`src/hdl/sswd_pkg.sv`:
```
// Purpose: Shared constants for the switch serial control and watchdog block
// Assumes: 200 MHz system clock
// Notes:   Timing counts derive from printed times and the clock rate
package sswd_pkg;
   localparam int unsigned CLOCK_HZ        = 200_000_000;
   localparam int unsigned WORD_BITS       = 16;
   localparam int unsigned NUM_OUT         = 12;
   localparam int unsigned NUM_HS          = 4;
   localparam int unsigned NUM_LS          = 8;
   localparam int unsigned WD_BIT_POS      = 15;
   localparam int unsigned HS_LSB          = 0;
   localparam int unsigned LS_LSB          = 4;
   // Least watchdog timeout in milliseconds
   localparam int unsigned WD_TIMEOUT_MS   = 340;
   localparam longint unsigned WD_TIMEOUT_CYCLES =
      (longint'(WD_TIMEOUT_MS) * longint'(CLOCK_HZ)) / 64'd1000;
   localparam logic [3:0]  FAILSAFE_HS_ON  = 4'h5;
   localparam logic [15:0] CMD_RESET       = 16'h0000;
   localparam logic [11:0] FAULT_RESET     = 12'h000;
   localparam logic [7:0]  CFG_RESET       = 8'h00;
   localparam logic [1:0]  SNS_FIRST       = 2'h0;
   localparam logic [1:0]  SNS_SECOND      = 2'h1;
   localparam logic [1:0]  SNS_SUM         = 2'h2;
   typedef enum logic [1:0] {SSWD_SLEEP, SSWD_NORMAL, SSWD_FAILSAFE} sswd_mode_type;
endpackage

```
`src/hdl/sswd_sync.sv`:
```
// Purpose: Two-flop synchroniser for a bus of pin inputs
// Assumes: Inputs asynchronous to clock
// Notes:   First stage is read only by the second stage
`timescale 1ns/1ps
`default_nettype none
module sswd_sync #(
   parameter int unsigned WIDTH = 1
) (
   input  wire logic             clock,
   input  wire logic [WIDTH-1:0] async_in,
   output logic      [WIDTH-1:0] sync_out
);
   logic [WIDTH-1:0] stage1;
   logic [WIDTH-1:0] stage2;
   initial
   begin
      if (WIDTH < 1) $error("WIDTH must be at least 1");
   end
   always_ff @(posedge clock)
   begin
      stage1 <= async_in;
      stage2 <= stage1;
   end
   assign sync_out = stage2;
endmodule
`default_nettype wire

```
`src/hdl/sswd_watchdog.sv`:
```
// Purpose: Watchdog timeout counter
// Assumes: Kick and start are single-cycle pulses on clock
// Notes:   Expire pulses once per timeout while enabled and unkicked
`timescale 1ns/1ps
`default_nettype none
module sswd_watchdog #(
   parameter longint unsigned TIMEOUT_CYCLES = 68_000_000
) (
   input  wire logic clock,
   input  wire logic srst,
   input  wire logic enable,
   input  wire logic restart,
   output logic      expire
);
   localparam int unsigned CW = $clog2(TIMEOUT_CYCLES + 1);
   logic [CW-1:0] count;
   logic [CW-1:0] next_count;
   logic          next_expire;
   initial
   begin
      if (TIMEOUT_CYCLES < 2) $error("TIMEOUT_CYCLES too small");
   end
   always_comb
   begin
      next_count  = count;
      next_expire = 1'b0;
      if (!enable || restart)
         next_count = '0;
      else if (count == CW'(TIMEOUT_CYCLES - 1))
      begin
         next_count  = '0;
         next_expire = 1'b1;
      end
      else
         next_count = count + 1'b1;
   end
   always_ff @(posedge clock)
   begin
      if (srst)
      begin
         count  <= '0;
         expire <= 1'b0;
      end
      else
      begin
         count  <= next_count;
         expire <= next_expire;
      end
   end
endmodule
`default_nettype wire

```
`src/hdl/sswd_top.sv`:
```
// Purpose: Serial command port, output steering, fault report and watchdog
// Assumes: Serial clock much slower than clock; pins except low_side_direct_in and the select inputs pass two flops first
// Notes:   Pin pull resistors are modelled as pin defaults, not logic
`timescale 1ns/1ps
`default_nettype none
// Function
// - Serial data output enabled only while chip select is low.
// - Serial data output changes only on serial clock rising edges; the code also loads the first fault bit on chip select fall.
// - Fault bits shift out MSB first, bit n is output n.
// - Commands are 16-bit words, MSB first, controlling twelve outputs.
// - Command bits 3..0 switch high-side outputs 3..0.
// - Command bits 11..4 switch low-side outputs 11..4.
// - Chip select floats high, so undriven select means deselected.
// - Serial data input floats low, undriven shifts in zero.
// - Open-drain fault flag pulled low on any fault; detail via serial bits.
// - Wake high enables the watchdog; undriven wake reads low.
// - Reset low clears configuration and faults, places standby unless in fail-safe.
// - Reset rising starts a new watchdog timeout.
// - Strap high: watchdog timeout fail-safe turns on high-side 0 and 2.
// - Strap low disables watchdog and fail-safe.
// - Missing watchdog toggle within timeout enters fail-safe.
// - Each high-side direct input drives its own output when its hs_direct_select bit is low.
// - Low-side direct input drives only the low-side outputs whose ls_direct_select bit is low.
// - Each sense channel reports first, second or sum of its pair.
// - High-side 2 stays on in fail-safe until reinitialised.
// - Toggling command bit 15 services the watchdog too.
// - Fail-safe left when reset and raised wake return low, or when strap goes low.
// - After reset, configuration acts zero; outputs whose select bit is low follow direct inputs.
// - Fault bits latch; cleared on chip select rise if fault gone.
module sswd_top
   import sswd_pkg::*;
#(
   parameter longint unsigned TIMEOUT_CYCLES = WD_TIMEOUT_CYCLES
) (
   input  wire logic                  clock,
   input  wire logic                  srst,
   input  wire logic                  chip_select_n,
   input  wire logic                  serial_clock,
   input  wire logic                  serial_data_in,
   output logic                       serial_data_out,
   output logic                       serial_data_out_en,
   input  wire logic                  reset_n_pin,
   input  wire logic                  wake_in,
   input  wire logic                  failsafe_strap_in,
   input  wire logic                  watchdog_toggle_in,
   input  wire logic [NUM_HS-1:0]     high_side_direct_in,
   input  wire logic                  low_side_direct_in,
   input  wire logic [NUM_HS-1:0]     hs_direct_select,
   input  wire logic [NUM_LS-1:0]     ls_direct_select,
   input  wire logic [1:0]            sense_select_01,
   input  wire logic [1:0]            sense_select_23,
   input  wire logic [NUM_OUT-1:0]    output_fault_bit,
   output logic [NUM_HS-1:0]          high_side_output,
   output logic [NUM_LS-1:0]          low_side_output,
   output logic [1:0]                 sense_route_01,
   output logic [1:0]                 sense_route_23,
   output logic                       fault_flag_out_n,
   output logic                       fault_flag_out_en,
   output logic                       standby,
   output logic                       failsafe_active
);
   import sswd_pkg::*;

   // -------------------------------------------------------------
   // Input synchronisers
   // -------------------------------------------------------------
   localparam int unsigned NSYNC = 7 + NUM_HS + NUM_OUT;
   logic [NSYNC-1:0] sync_vec;
   logic cs_n_s, sclk_s, sdi_s, rst_n_s, wake_s, strap_s, watchdog_toggle_in_s;
   logic [NUM_HS-1:0]  ihs_s;
   logic [NUM_OUT-1:0] fault_s;

   sswd_sync #(.WIDTH(NSYNC)) u_sync (
      .clock    (clock),
      .async_in ({chip_select_n, serial_clock, serial_data_in, reset_n_pin,
                  wake_in, failsafe_strap_in, watchdog_toggle_in,
                  high_side_direct_in, output_fault_bit}),
      .sync_out (sync_vec)
   );
   assign {cs_n_s, sclk_s, sdi_s, rst_n_s, wake_s, strap_s, watchdog_toggle_in_s,
           ihs_s, fault_s} = sync_vec;

   // -------------------------------------------------------------
   // Edge detection state
   // -------------------------------------------------------------
   logic cs_d, sclk_d, rst_d, watchdog_toggle_in_d, wake_d;
   logic cs_fall, cs_rise, sclk_rise, sclk_fall, rst_rise, watchdog_toggle_in_edge, wake_rise;

   always_ff @(posedge clock)
   begin
      if (srst)
      begin
         cs_d   <= 1'b1;
         sclk_d <= 1'b0;
         rst_d  <= 1'b0;
         watchdog_toggle_in_d <= 1'b0;
         wake_d <= 1'b0;
      end
      else
      begin
         cs_d   <= cs_n_s;
         sclk_d <= sclk_s;
         rst_d  <= rst_n_s;
         watchdog_toggle_in_d <= watchdog_toggle_in_s;
         wake_d <= wake_s;
      end
   end

   assign cs_fall   = cs_d && !cs_n_s;
   assign cs_rise   = !cs_d && cs_n_s;
   assign sclk_rise = !sclk_d && sclk_s;
   assign sclk_fall = sclk_d && !sclk_s;
   assign rst_rise  = !rst_d && rst_n_s;
   assign watchdog_toggle_in_edge = watchdog_toggle_in_d != watchdog_toggle_in_s;
   assign wake_rise = !wake_d && wake_s;

   // -------------------------------------------------------------
   // Serial shifter
   // -------------------------------------------------------------
   logic [WORD_BITS-1:0] rx_shift, next_rx_shift;
   logic [NUM_OUT-1:0]   tx_shift, next_tx_shift;
   logic [4:0]           bit_count, next_bit_count;
   logic [WORD_BITS-1:0] command, next_command;
   logic                 sdo, next_sdo;
   logic                 sdo_en, next_sdo_en;
   logic                 wd_bit_prev, next_wd_bit_prev;
   logic                 got_command, next_got_command;
   logic                 cmd_kick;
   logic [NUM_OUT-1:0]   fault_latch, next_fault_latch;

   always_comb
   begin
      next_rx_shift    = rx_shift;
      next_tx_shift    = tx_shift;
      next_bit_count   = bit_count;
      next_command     = command;
      next_sdo         = sdo;
      next_sdo_en      = !cs_n_s && rst_n_s;
      next_wd_bit_prev = wd_bit_prev;
      next_got_command = got_command;
      cmd_kick         = 1'b0;
      if (cs_fall)
      begin
         next_bit_count = '0;
         next_tx_shift  = fault_latch;
         next_sdo       = fault_latch[NUM_OUT-1];
      end
      else if (!cs_n_s)
      begin
         if (sclk_fall)
         begin
            next_rx_shift = {rx_shift[WORD_BITS-2:0], sdi_s};
            if (bit_count != 5'h1f)
               next_bit_count = bit_count + 5'h01;
         end
         if (sclk_rise && bit_count != 5'h00)
         begin
            next_tx_shift = {tx_shift[NUM_OUT-2:0], 1'b0};
            next_sdo      = tx_shift[NUM_OUT-2];
         end
      end
      if (cs_rise && bit_count == 5'(WORD_BITS))
      begin
         next_command     = rx_shift;
         next_got_command = 1'b1;
         next_wd_bit_prev = rx_shift[WD_BIT_POS];
         cmd_kick         = got_command && (rx_shift[WD_BIT_POS] != wd_bit_prev);
      end
      if (!rst_n_s)
      begin
         next_command     = CMD_RESET;
         next_got_command = 1'b0;
      end
   end

   // -------------------------------------------------------------
   // Fault latch
   // -------------------------------------------------------------
   always_comb
   begin
      next_fault_latch = fault_latch | fault_s;
      if (cs_rise)
         next_fault_latch = fault_s;
      if (!rst_n_s)
         next_fault_latch = FAULT_RESET;
   end

   always_ff @(posedge clock)
   begin
      if (srst)
      begin
         rx_shift    <= '0;
         tx_shift    <= '0;
         bit_count   <= '0;
         command     <= CMD_RESET;
         sdo         <= 1'b0;
         sdo_en      <= 1'b0;
         wd_bit_prev <= 1'b0;
         got_command <= 1'b0;
         fault_latch <= FAULT_RESET;
      end
      else
      begin
         rx_shift    <= next_rx_shift;
         tx_shift    <= next_tx_shift;
         bit_count   <= next_bit_count;
         command     <= next_command;
         sdo         <= next_sdo;
         sdo_en      <= next_sdo_en;
         wd_bit_prev <= next_wd_bit_prev;
         got_command <= next_got_command;
         fault_latch <= next_fault_latch;
      end
   end

   assign serial_data_out    = sdo;
   assign serial_data_out_en = sdo_en;

   // -------------------------------------------------------------
   // Watchdog and mode
   // -------------------------------------------------------------
   sswd_mode_type mode, next_mode;
   logic          wd_expire;
   logic          wd_enable;
   logic          wake_raised, next_wake_raised;

   assign wd_enable = strap_s && (wake_s || rst_n_s) && mode == SSWD_NORMAL;

   sswd_watchdog #(.TIMEOUT_CYCLES(TIMEOUT_CYCLES)) u_wd (
      .clock   (clock),
      .srst    (srst),
      .enable  (wd_enable),
      .restart (rst_rise || wake_rise || watchdog_toggle_in_edge || cmd_kick),
      .expire  (wd_expire)
   );

   always_comb
   begin
      next_mode        = mode;
      next_wake_raised = wake_raised || wake_s;
      case (mode)
         SSWD_SLEEP:
            if (rst_n_s || wake_s)
               next_mode = SSWD_NORMAL;
         SSWD_NORMAL:
            if (wd_expire && strap_s)
               next_mode = SSWD_FAILSAFE;
            else if (!rst_n_s && !wake_s)
               next_mode = SSWD_SLEEP;
         SSWD_FAILSAFE:
            if (!rst_n_s && (!wake_raised || !wake_s))
            begin
               next_mode        = SSWD_NORMAL;
               next_wake_raised = 1'b0;
            end
         default:
            next_mode = SSWD_SLEEP;
      endcase
      if (!strap_s && mode == SSWD_FAILSAFE)
         next_mode = SSWD_NORMAL;
   end

   always_ff @(posedge clock)
   begin
      if (srst)
      begin
         mode        <= SSWD_SLEEP;
         wake_raised <= 1'b0;
      end
      else
      begin
         mode        <= next_mode;
         wake_raised <= next_wake_raised;
      end
   end

   // -------------------------------------------------------------
   // Output steering
   // -------------------------------------------------------------
   logic [NUM_HS-1:0] next_hs;
   logic [NUM_LS-1:0] next_ls;
   logic [1:0]        next_sr01, next_sr23;
   logic              next_ff_n, next_ff_en, next_standby;

   always_comb
   begin
      for (int i = 0; i < NUM_HS; i++)
         next_hs[i] = hs_direct_select[i] ? command[HS_LSB+i] : ihs_s[i];
      for (int j = 0; j < NUM_LS; j++)
         next_ls[j] = ls_direct_select[j] ? command[LS_LSB+j]
                                          : low_side_direct_in;
      next_sr01 = sense_select_01;
      next_sr23 = sense_select_23;
      if (mode == SSWD_FAILSAFE)
      begin
         next_hs = FAILSAFE_HS_ON;
         next_ls = '0;
      end
      else if (!rst_n_s)
      begin
         next_hs = '0;
         next_ls = '0;
      end
      next_standby = !rst_n_s && mode != SSWD_FAILSAFE;
      next_ff_en   = |(fault_latch | fault_s);
      next_ff_n    = !next_ff_en;
   end

   always_ff @(posedge clock)
   begin
      if (srst)
      begin
         high_side_output  <= '0;
         low_side_output   <= '0;
         sense_route_01    <= SNS_FIRST;
         sense_route_23    <= SNS_FIRST;
         fault_flag_out_n  <= 1'b1;
         fault_flag_out_en <= 1'b0;
         standby           <= 1'b1;
         failsafe_active   <= 1'b0;
      end
      else
      begin
         high_side_output  <= next_hs;
         low_side_output   <= next_ls;
         sense_route_01    <= next_sr01;
         sense_route_23    <= next_sr23;
         fault_flag_out_n  <= next_ff_n;
         fault_flag_out_en <= next_ff_en;
         standby           <= next_standby;
         // Taken from mode so it lines up with the forced outputs and standby
         failsafe_active   <= mode == SSWD_FAILSAFE;
      end
   end
endmodule
`default_nettype wire

```
`config.mk`:
```
export PLATFORM = sky130hd
export DESIGN_NAME = sswd_top
export DESIGN_NICKNAME = d
export VERILOG_FILES = /design/src/hdl/sswd_pkg.sv /design/src/hdl/sswd_sync.sv /design/src/hdl/sswd_watchdog.sv /design/src/hdl/sswd_top.sv
export SDC_FILE = /design/constraint.sdc
export NUM_CORES = 1
export LEC_CHECK = 0
export ABC_CLOCK_PERIOD_IN_PS = 2300
export BUFFER_PORTS_ARGS = -buffer_cell sky130_fd_sc_hd__buf_2
export CAP_MARGIN = 20
export CORE_MARGIN = 1
export CORE_UTILIZATION = 50
export CTS_CLUSTER_DIAMETER = 80
export DETAILED_ROUTE_END_ITERATION = 16
export HOLD_SLACK_MARGIN = 0.02
export PLACE_DENSITY_LB_ADDON = 0.1
export SYNTH_ARGS = -nofsm -noshare
export SYNTH_HDL_FRONTEND = slang
export SYNTH_SLANG_ARGS = --single-unit
```
`constraint.sdc`:
```
create_clock -name clock -period 2.3 [get_ports clock]
set_input_delay 0.46 -clock clock [delete_from_list [all_inputs] [get_ports clock]]
set_output_delay 0.46 -clock clock [all_outputs]
set_load 0.03 [all_outputs]
```
Word-level counts from Yosys, hierarchy flattened
Index checks and enable logic that the tools add are counted.
{ "classes": {"addsub": 2, "mul": 0, "n_div": 0, "magnitude_cmp": 0, "eq_ne": 15, "n_shift": 0, "n_mux": 31, "n_bitwise": 4, "reduce_logical": 51} }
{ "ops": {"columns": ["op", "count"], "rows": [
  ["11-bit two-way mux", 3],
  ["27-bit by 1-bit adder with 27-bit output, second input constant", 1],
  ["27-bit == test, second input constant", 1],
  ["1-bit two-way mux", 20],
  ["1-bit logical AND", 17],
  ["1-bit zero test", 12],
  ["12-bit two-way mux", 1],
  ["12-bit OR", 1],
  ["3-bit AND reduction", 4],
  ["12-bit OR reduction", 1],
  ["2-bit two-way mux", 4],
  ["2-bit inequality test, second input constant", 4],
  ["2-bit OR reduction", 4],
  ["1-bit logical OR", 7],
  ["3-bit two-way mux", 2],
  ["3-bit inequality test, second input constant", 2],
  ["2-bit one-hot mux with 3 select lines", 1],
  ["3-bit OR reduction", 2],
  ["5-bit by 1-bit adder with 5-bit output, second input constant", 1],
  ["5-bit == test, second input constant", 1],
  ["5-bit inequality test, second input constant", 1],
  ["5-bit nonzero test", 1],
  ["4-bit by 1-bit inequality test with 1-bit output, second input constant", 1],
  ["3-bit by 1-bit inequality test with 1-bit output, second input constant", 1],
  ["7 further kinds", 10]
]} }
{ "word_totals": {"regBits": 162, "latchBits": 0, "ram_bits": 0, "rom_bits": 0, "input_bits": 42, "out_inout_bits": 22, "word_cells": 133, "mem_count": 0} }

Depth between registers and ports, before layout
{ "logic_depth": {"depth_word": 7, "mapped_depth": 8} }

By module
Synthesis repeated with hierarchy kept, for this count alone.
{ "hier_totals": {"cells_unflattened": 568, "area_unflattened_um2": 5710.5} }
{ "by_module_without_submodules": {"columns": ["module", "instances", "cells_each", "area_each_um2"], "rows": [
  ["sswd_top", 1, 375, 3455.8],
  ["sswd_watchdog", 1, 147, 1333.8],
  ["sswd_sync", 1, 46, 920.9]
]} }

Worst setup path before layout
No wires, ideal clock.
{ "synth_path": {"path_type": "register to register", "startpoint": "register u_wd.count[0]", "endpoint": "register u_wd.count[22]", "t_arrival_ns": 1.843, "t_required_ns": 2.220, "setup_slack_ns": 0.378, "path_stages_with_launch": 7, "path_buffers": 1, "cell_sequence": "dfxtp_1 -> ha_1 -> nand2_1 -> or3_4 -> buf_6 -> or4_1 -> a211oi_2"} }
{ "synth_between": {"elab_chain_cells": 2, "elab_cells_between_ends": 3} }
{ "synth_lines": {"columns": ["element", "line_no", "source"], "rows": [
  ["start, declared", "sswd_watchdog.sv:16", "logic [CW-1:0] count;"],
  ["start signal, assigned", "sswd_watchdog.sv:46", "count <= next_count;"],
  ["branches (longest 2 deep; another with 27-bit by 1-bit adder with 27-bit output)", null, null]
]} }
Several ways; the timed one is not identified.
A chain may end at the register's enable or synchronous reset.

Worst setup path after layout
{ "layout_path": {"startpoint": "register u_wd.count[0]", "endpoint": "register u_wd.count[26]"} }
The elaborated chain is that of the path after synthesis.

==> results_dict.tcl <==
set metrics [dict create \
    status "completed" \
    cts_root_buf "clkbuf_8" \
    drt_iter0_markers 166 \
    placed_area_mm2 0.00607 \
    finalNonFillerCells 811 \
    design_area_mm2 0.00686 \
    vias 4267 \
    fmax_mhz 487 \
    synth-edff-count 0 \
    timing.rr.end "u_wd.count[26]" \
    fill_cells 914 \
    critPathLaunchType "flop" \
    grt_first_pass_wirelength_um 17800 \
    ff2ff_path_depth 5 \
    intPower_uw 4490 \
    sequential_cell_area_mm2 0.00324 \
    drt-wirelength-per-cell_um 13.4 \
    start_util_pct 51.5 \
    pin_count 64 \
    hold_start "sense_select_23[1]" \
    ys_warn_count 0 \
    p_per_area_mw_per_mm2 852 \
    grt_max_degree 47 \
    gp_congestion 0.825 \
    avgSynthCellArea_um2 9.87 \
    grt.total_usage_pct 19.9 \
    ant_nets 0 \
    path_clk_slew_ns 0.07 \
    drive_gt1_share_pct 17.3 \
    antenna_found_initial 0 \
    die_h_um 108 \
    comb_power_share_pct 4.4 \
    route.detailed.drc 0 \
    layout.nets 704 \
    tns_ns 0 \
    hold_viol 0 \
    ys_ff_latch 162 \
    required_ns 2.75 \
    post-dp-hpwl_um 7150 \
    p_sw_uw 1360 \
    clkPwrFrac_pct 45.4 \
    area_growth_pct 22.8 \
    cts_made_buffers 17 \
    die_w_um 108 \
    p_leak_uw 0.00260 \
    path_class "reg2reg" \
    cts_tree "yes" \
    totalWireLength_um 10900 \
    synthCells 566 \
    antenna_cells 0 \
    synthFlopType "dfxtp_1" \
    synth_fp_nets 612 \
    cts_buffer_depth 2 \
    holdPathEnd "sense_route_23[1]" \
    rsz0062_at_grt "no" \
    core_area_mm2 0.0108 \
    swShare_pct 23.3 \
    worst-endpoint-arrival_ns 2.50 \
    io_buffers 63 \
    htree_levels 4 \
    grt_pass1_vias 4001 \
    multi_input_area_mm2 0.00219 \
    cts_sinks 162 \
    seq_area_frac_synth_pct 58.0 \
    ff2ff_setup_slack_ns 0.25 \
    syn_area_mm2 0.00559 \
    async_flop_share_pct 0 \
    overflow 0 \
    ys_types 46 \
    end_kind "flop" \
    dr.pass1.iters 4 \
    insertion_delay_ns 0.54 \
    drv_slew 0 \
    vdd_drop_max_uv 681 \
    fin_skew_ns 0.00802 \
    whs_path_depth 2 \
    post-route-min-period_ns 2.05 \
    routed_via_density 5.26 \
    cap_violations 0 \
    period_share_pct 89.3 \
    hold_class "in2reg" \
    seq_power_share_pct 50.2 \
    core.rowCount 38 \
    dp.cells 756 \
    path_max_fanout 11 \
    setup_viol 0 \
    dieArea_mm2 0.0116 \
    slew_headroom_pct 57.1 \
    max_slew.worst_pin.slew_ns 0.641 \
    r2r_start "u_wd.count[0]" \
]
## cell families (layout without fill, tap and decap cells)
logic type	after synthesis	in the layout	share of synthesized area, %
AOI/OAI and AO/OA	109	109	12.0
xor gates and xnor gates	16	16	2.51
adders and majority gates	4	4	0.896
buffers and inverters	38	143	2.84
DFF	162	162	58.0
muxes	25	25	4.48
and+or+nand+nor	212	212	19.3
## critical path, cell delays in order (launching register included)
cell and delay (ns):
dfxtp_1 0.35, ha_1 0.26, nand2_1 0.15, or3_4 0.46, or4_1 0.52, a211oi_1 0.23
## layout by cell type, fill, tap and decap left out, types with 9 or more instances in the layout
cell type / n
nand3_1: 11
dlygate4sd3_1: 23
or4_1: 9
inv_1: 11
clkbuf_16: 16
dfxtp_1: 162
buf_2: 63
nor4_1: 11
mux2i_1: 25
a211oi_1: 21
nand2_1: 81
nor2_1: 36
a21oi_1: 57
xnor2_1: 10
o31ai_1: 9
nor3_1: 17
buf_4: 14
## routing by layer
metal | GRT usage, % | vias up | part of all wire (%)
met4 | 7.53 | 0 | 0.78
li1 | - | 2186 | -
met1 | 23.3 | 2006 | 46
met3 | 6.66 | 7 | 4.2
met2 | 33.7 | 68 | 49
met5 | 0 | - | 0
## cell usage after synthesis, drive strengths merged, types with 7 or more instances
cell | number | area, µm²
inv | 11 | 41.3
nor3 | 18 | 90.1
clkbuf | 22 | 82.6
or4 | 9 | 67.6
nor2b | 8 | 50.1
a211oi | 23 | 183
nor2 | 36 | 135
nand2 | 81 | 304
mux2i | 25 | 250
nor4 | 11 | 68.8
nand3 | 11 | 55.1
dfxtp | 162 | 3240
xnor2 | 10 | 87.6
nand4 | 9 | 71.3
and3 | 7 | 43.8
o21ai | 8 | 40.0
a21oi | 57 | 285
o31ai | 9 | 67.6
## sequential cells by signal, summed over array words and instances, names as in the netlist, 4 cells and up
register / cells
low_side_output: 8
bit_count: 5
u_sync.sync_out: 23
rx_shift: 16
fault_latch: 12
u_sync.stage1: 23
command: 12
u_wd.count: 27
tx_shift: 11
high_side_output: 4
## stage by stage
stage | hold WS [ns] | total power (µW) | utilization, % | setup slack [ns]
2_1_floorplan | 0.310 | 3140 | - | 0.378
3_3_place_gp | 0.310 | 3220 | 56.0 | 0.336
3_5_place_dp | 0.312 | 3230 | 56.0 | 0.270
4_1_cts | 0.120 | 5900 | 63.3 | 0.249
5_1_grt | 0.130 | 6070 | 63.3 | 0.133
6_report | 0.137 | 5850 | 63.3 | 0.247
## timing repair
action / in CTS / in global routing
resized for setup: 0 / 0
endpoints found under the setup margin: 0 / 0
buffers inserted: 0 / 0
hold buffers: 23 / 0
endpoints found under the hold margin: 23 / 0
## cell type report
type	instances	area share, %
Sequential cell	162	47.2
Multi-Input combinational cell	366	31.9
Timing Repair Buffer	100	9.48
Clock buffer	18	6.09
Tap cell	140	2.55
Clock inverter	14	2.11
Inverter	11	0.602
## how the worst max path moves through the flow
stage             startpoint             end  slack, ns  cells past startpoint
6_report       u_wd.count[0]  u_wd.count[26]       0.25                      5
5_1_grt        u_wd.count[0]  u_wd.count[26]       0.13                      5
4_1_cts        u_wd.count[0]  u_wd.count[26]       0.25                      5
3_5_place_dp            srst  u_wd.count[26]       0.27                      7
3_3_place_gp            srst  u_wd.count[26]       0.34                      7
2_1_floorplan  u_wd.count[0]  u_wd.count[22]       0.38                      6
## power groups by stage
stage / logic, µW / clock network (µW) / registers [µW]
2_1_floorplan: 121 / 0 / 3020
3_3_place_gp: 222 / 0 / 3000
3_5_place_dp: 228 / 0 / 3000
4_1_cts: 258 / 2710 / 2940
5_1_grt: 284 / 2850 / 2950
6_report: 256 / 2660 / 2940
(Power assumes the default switching activity.)
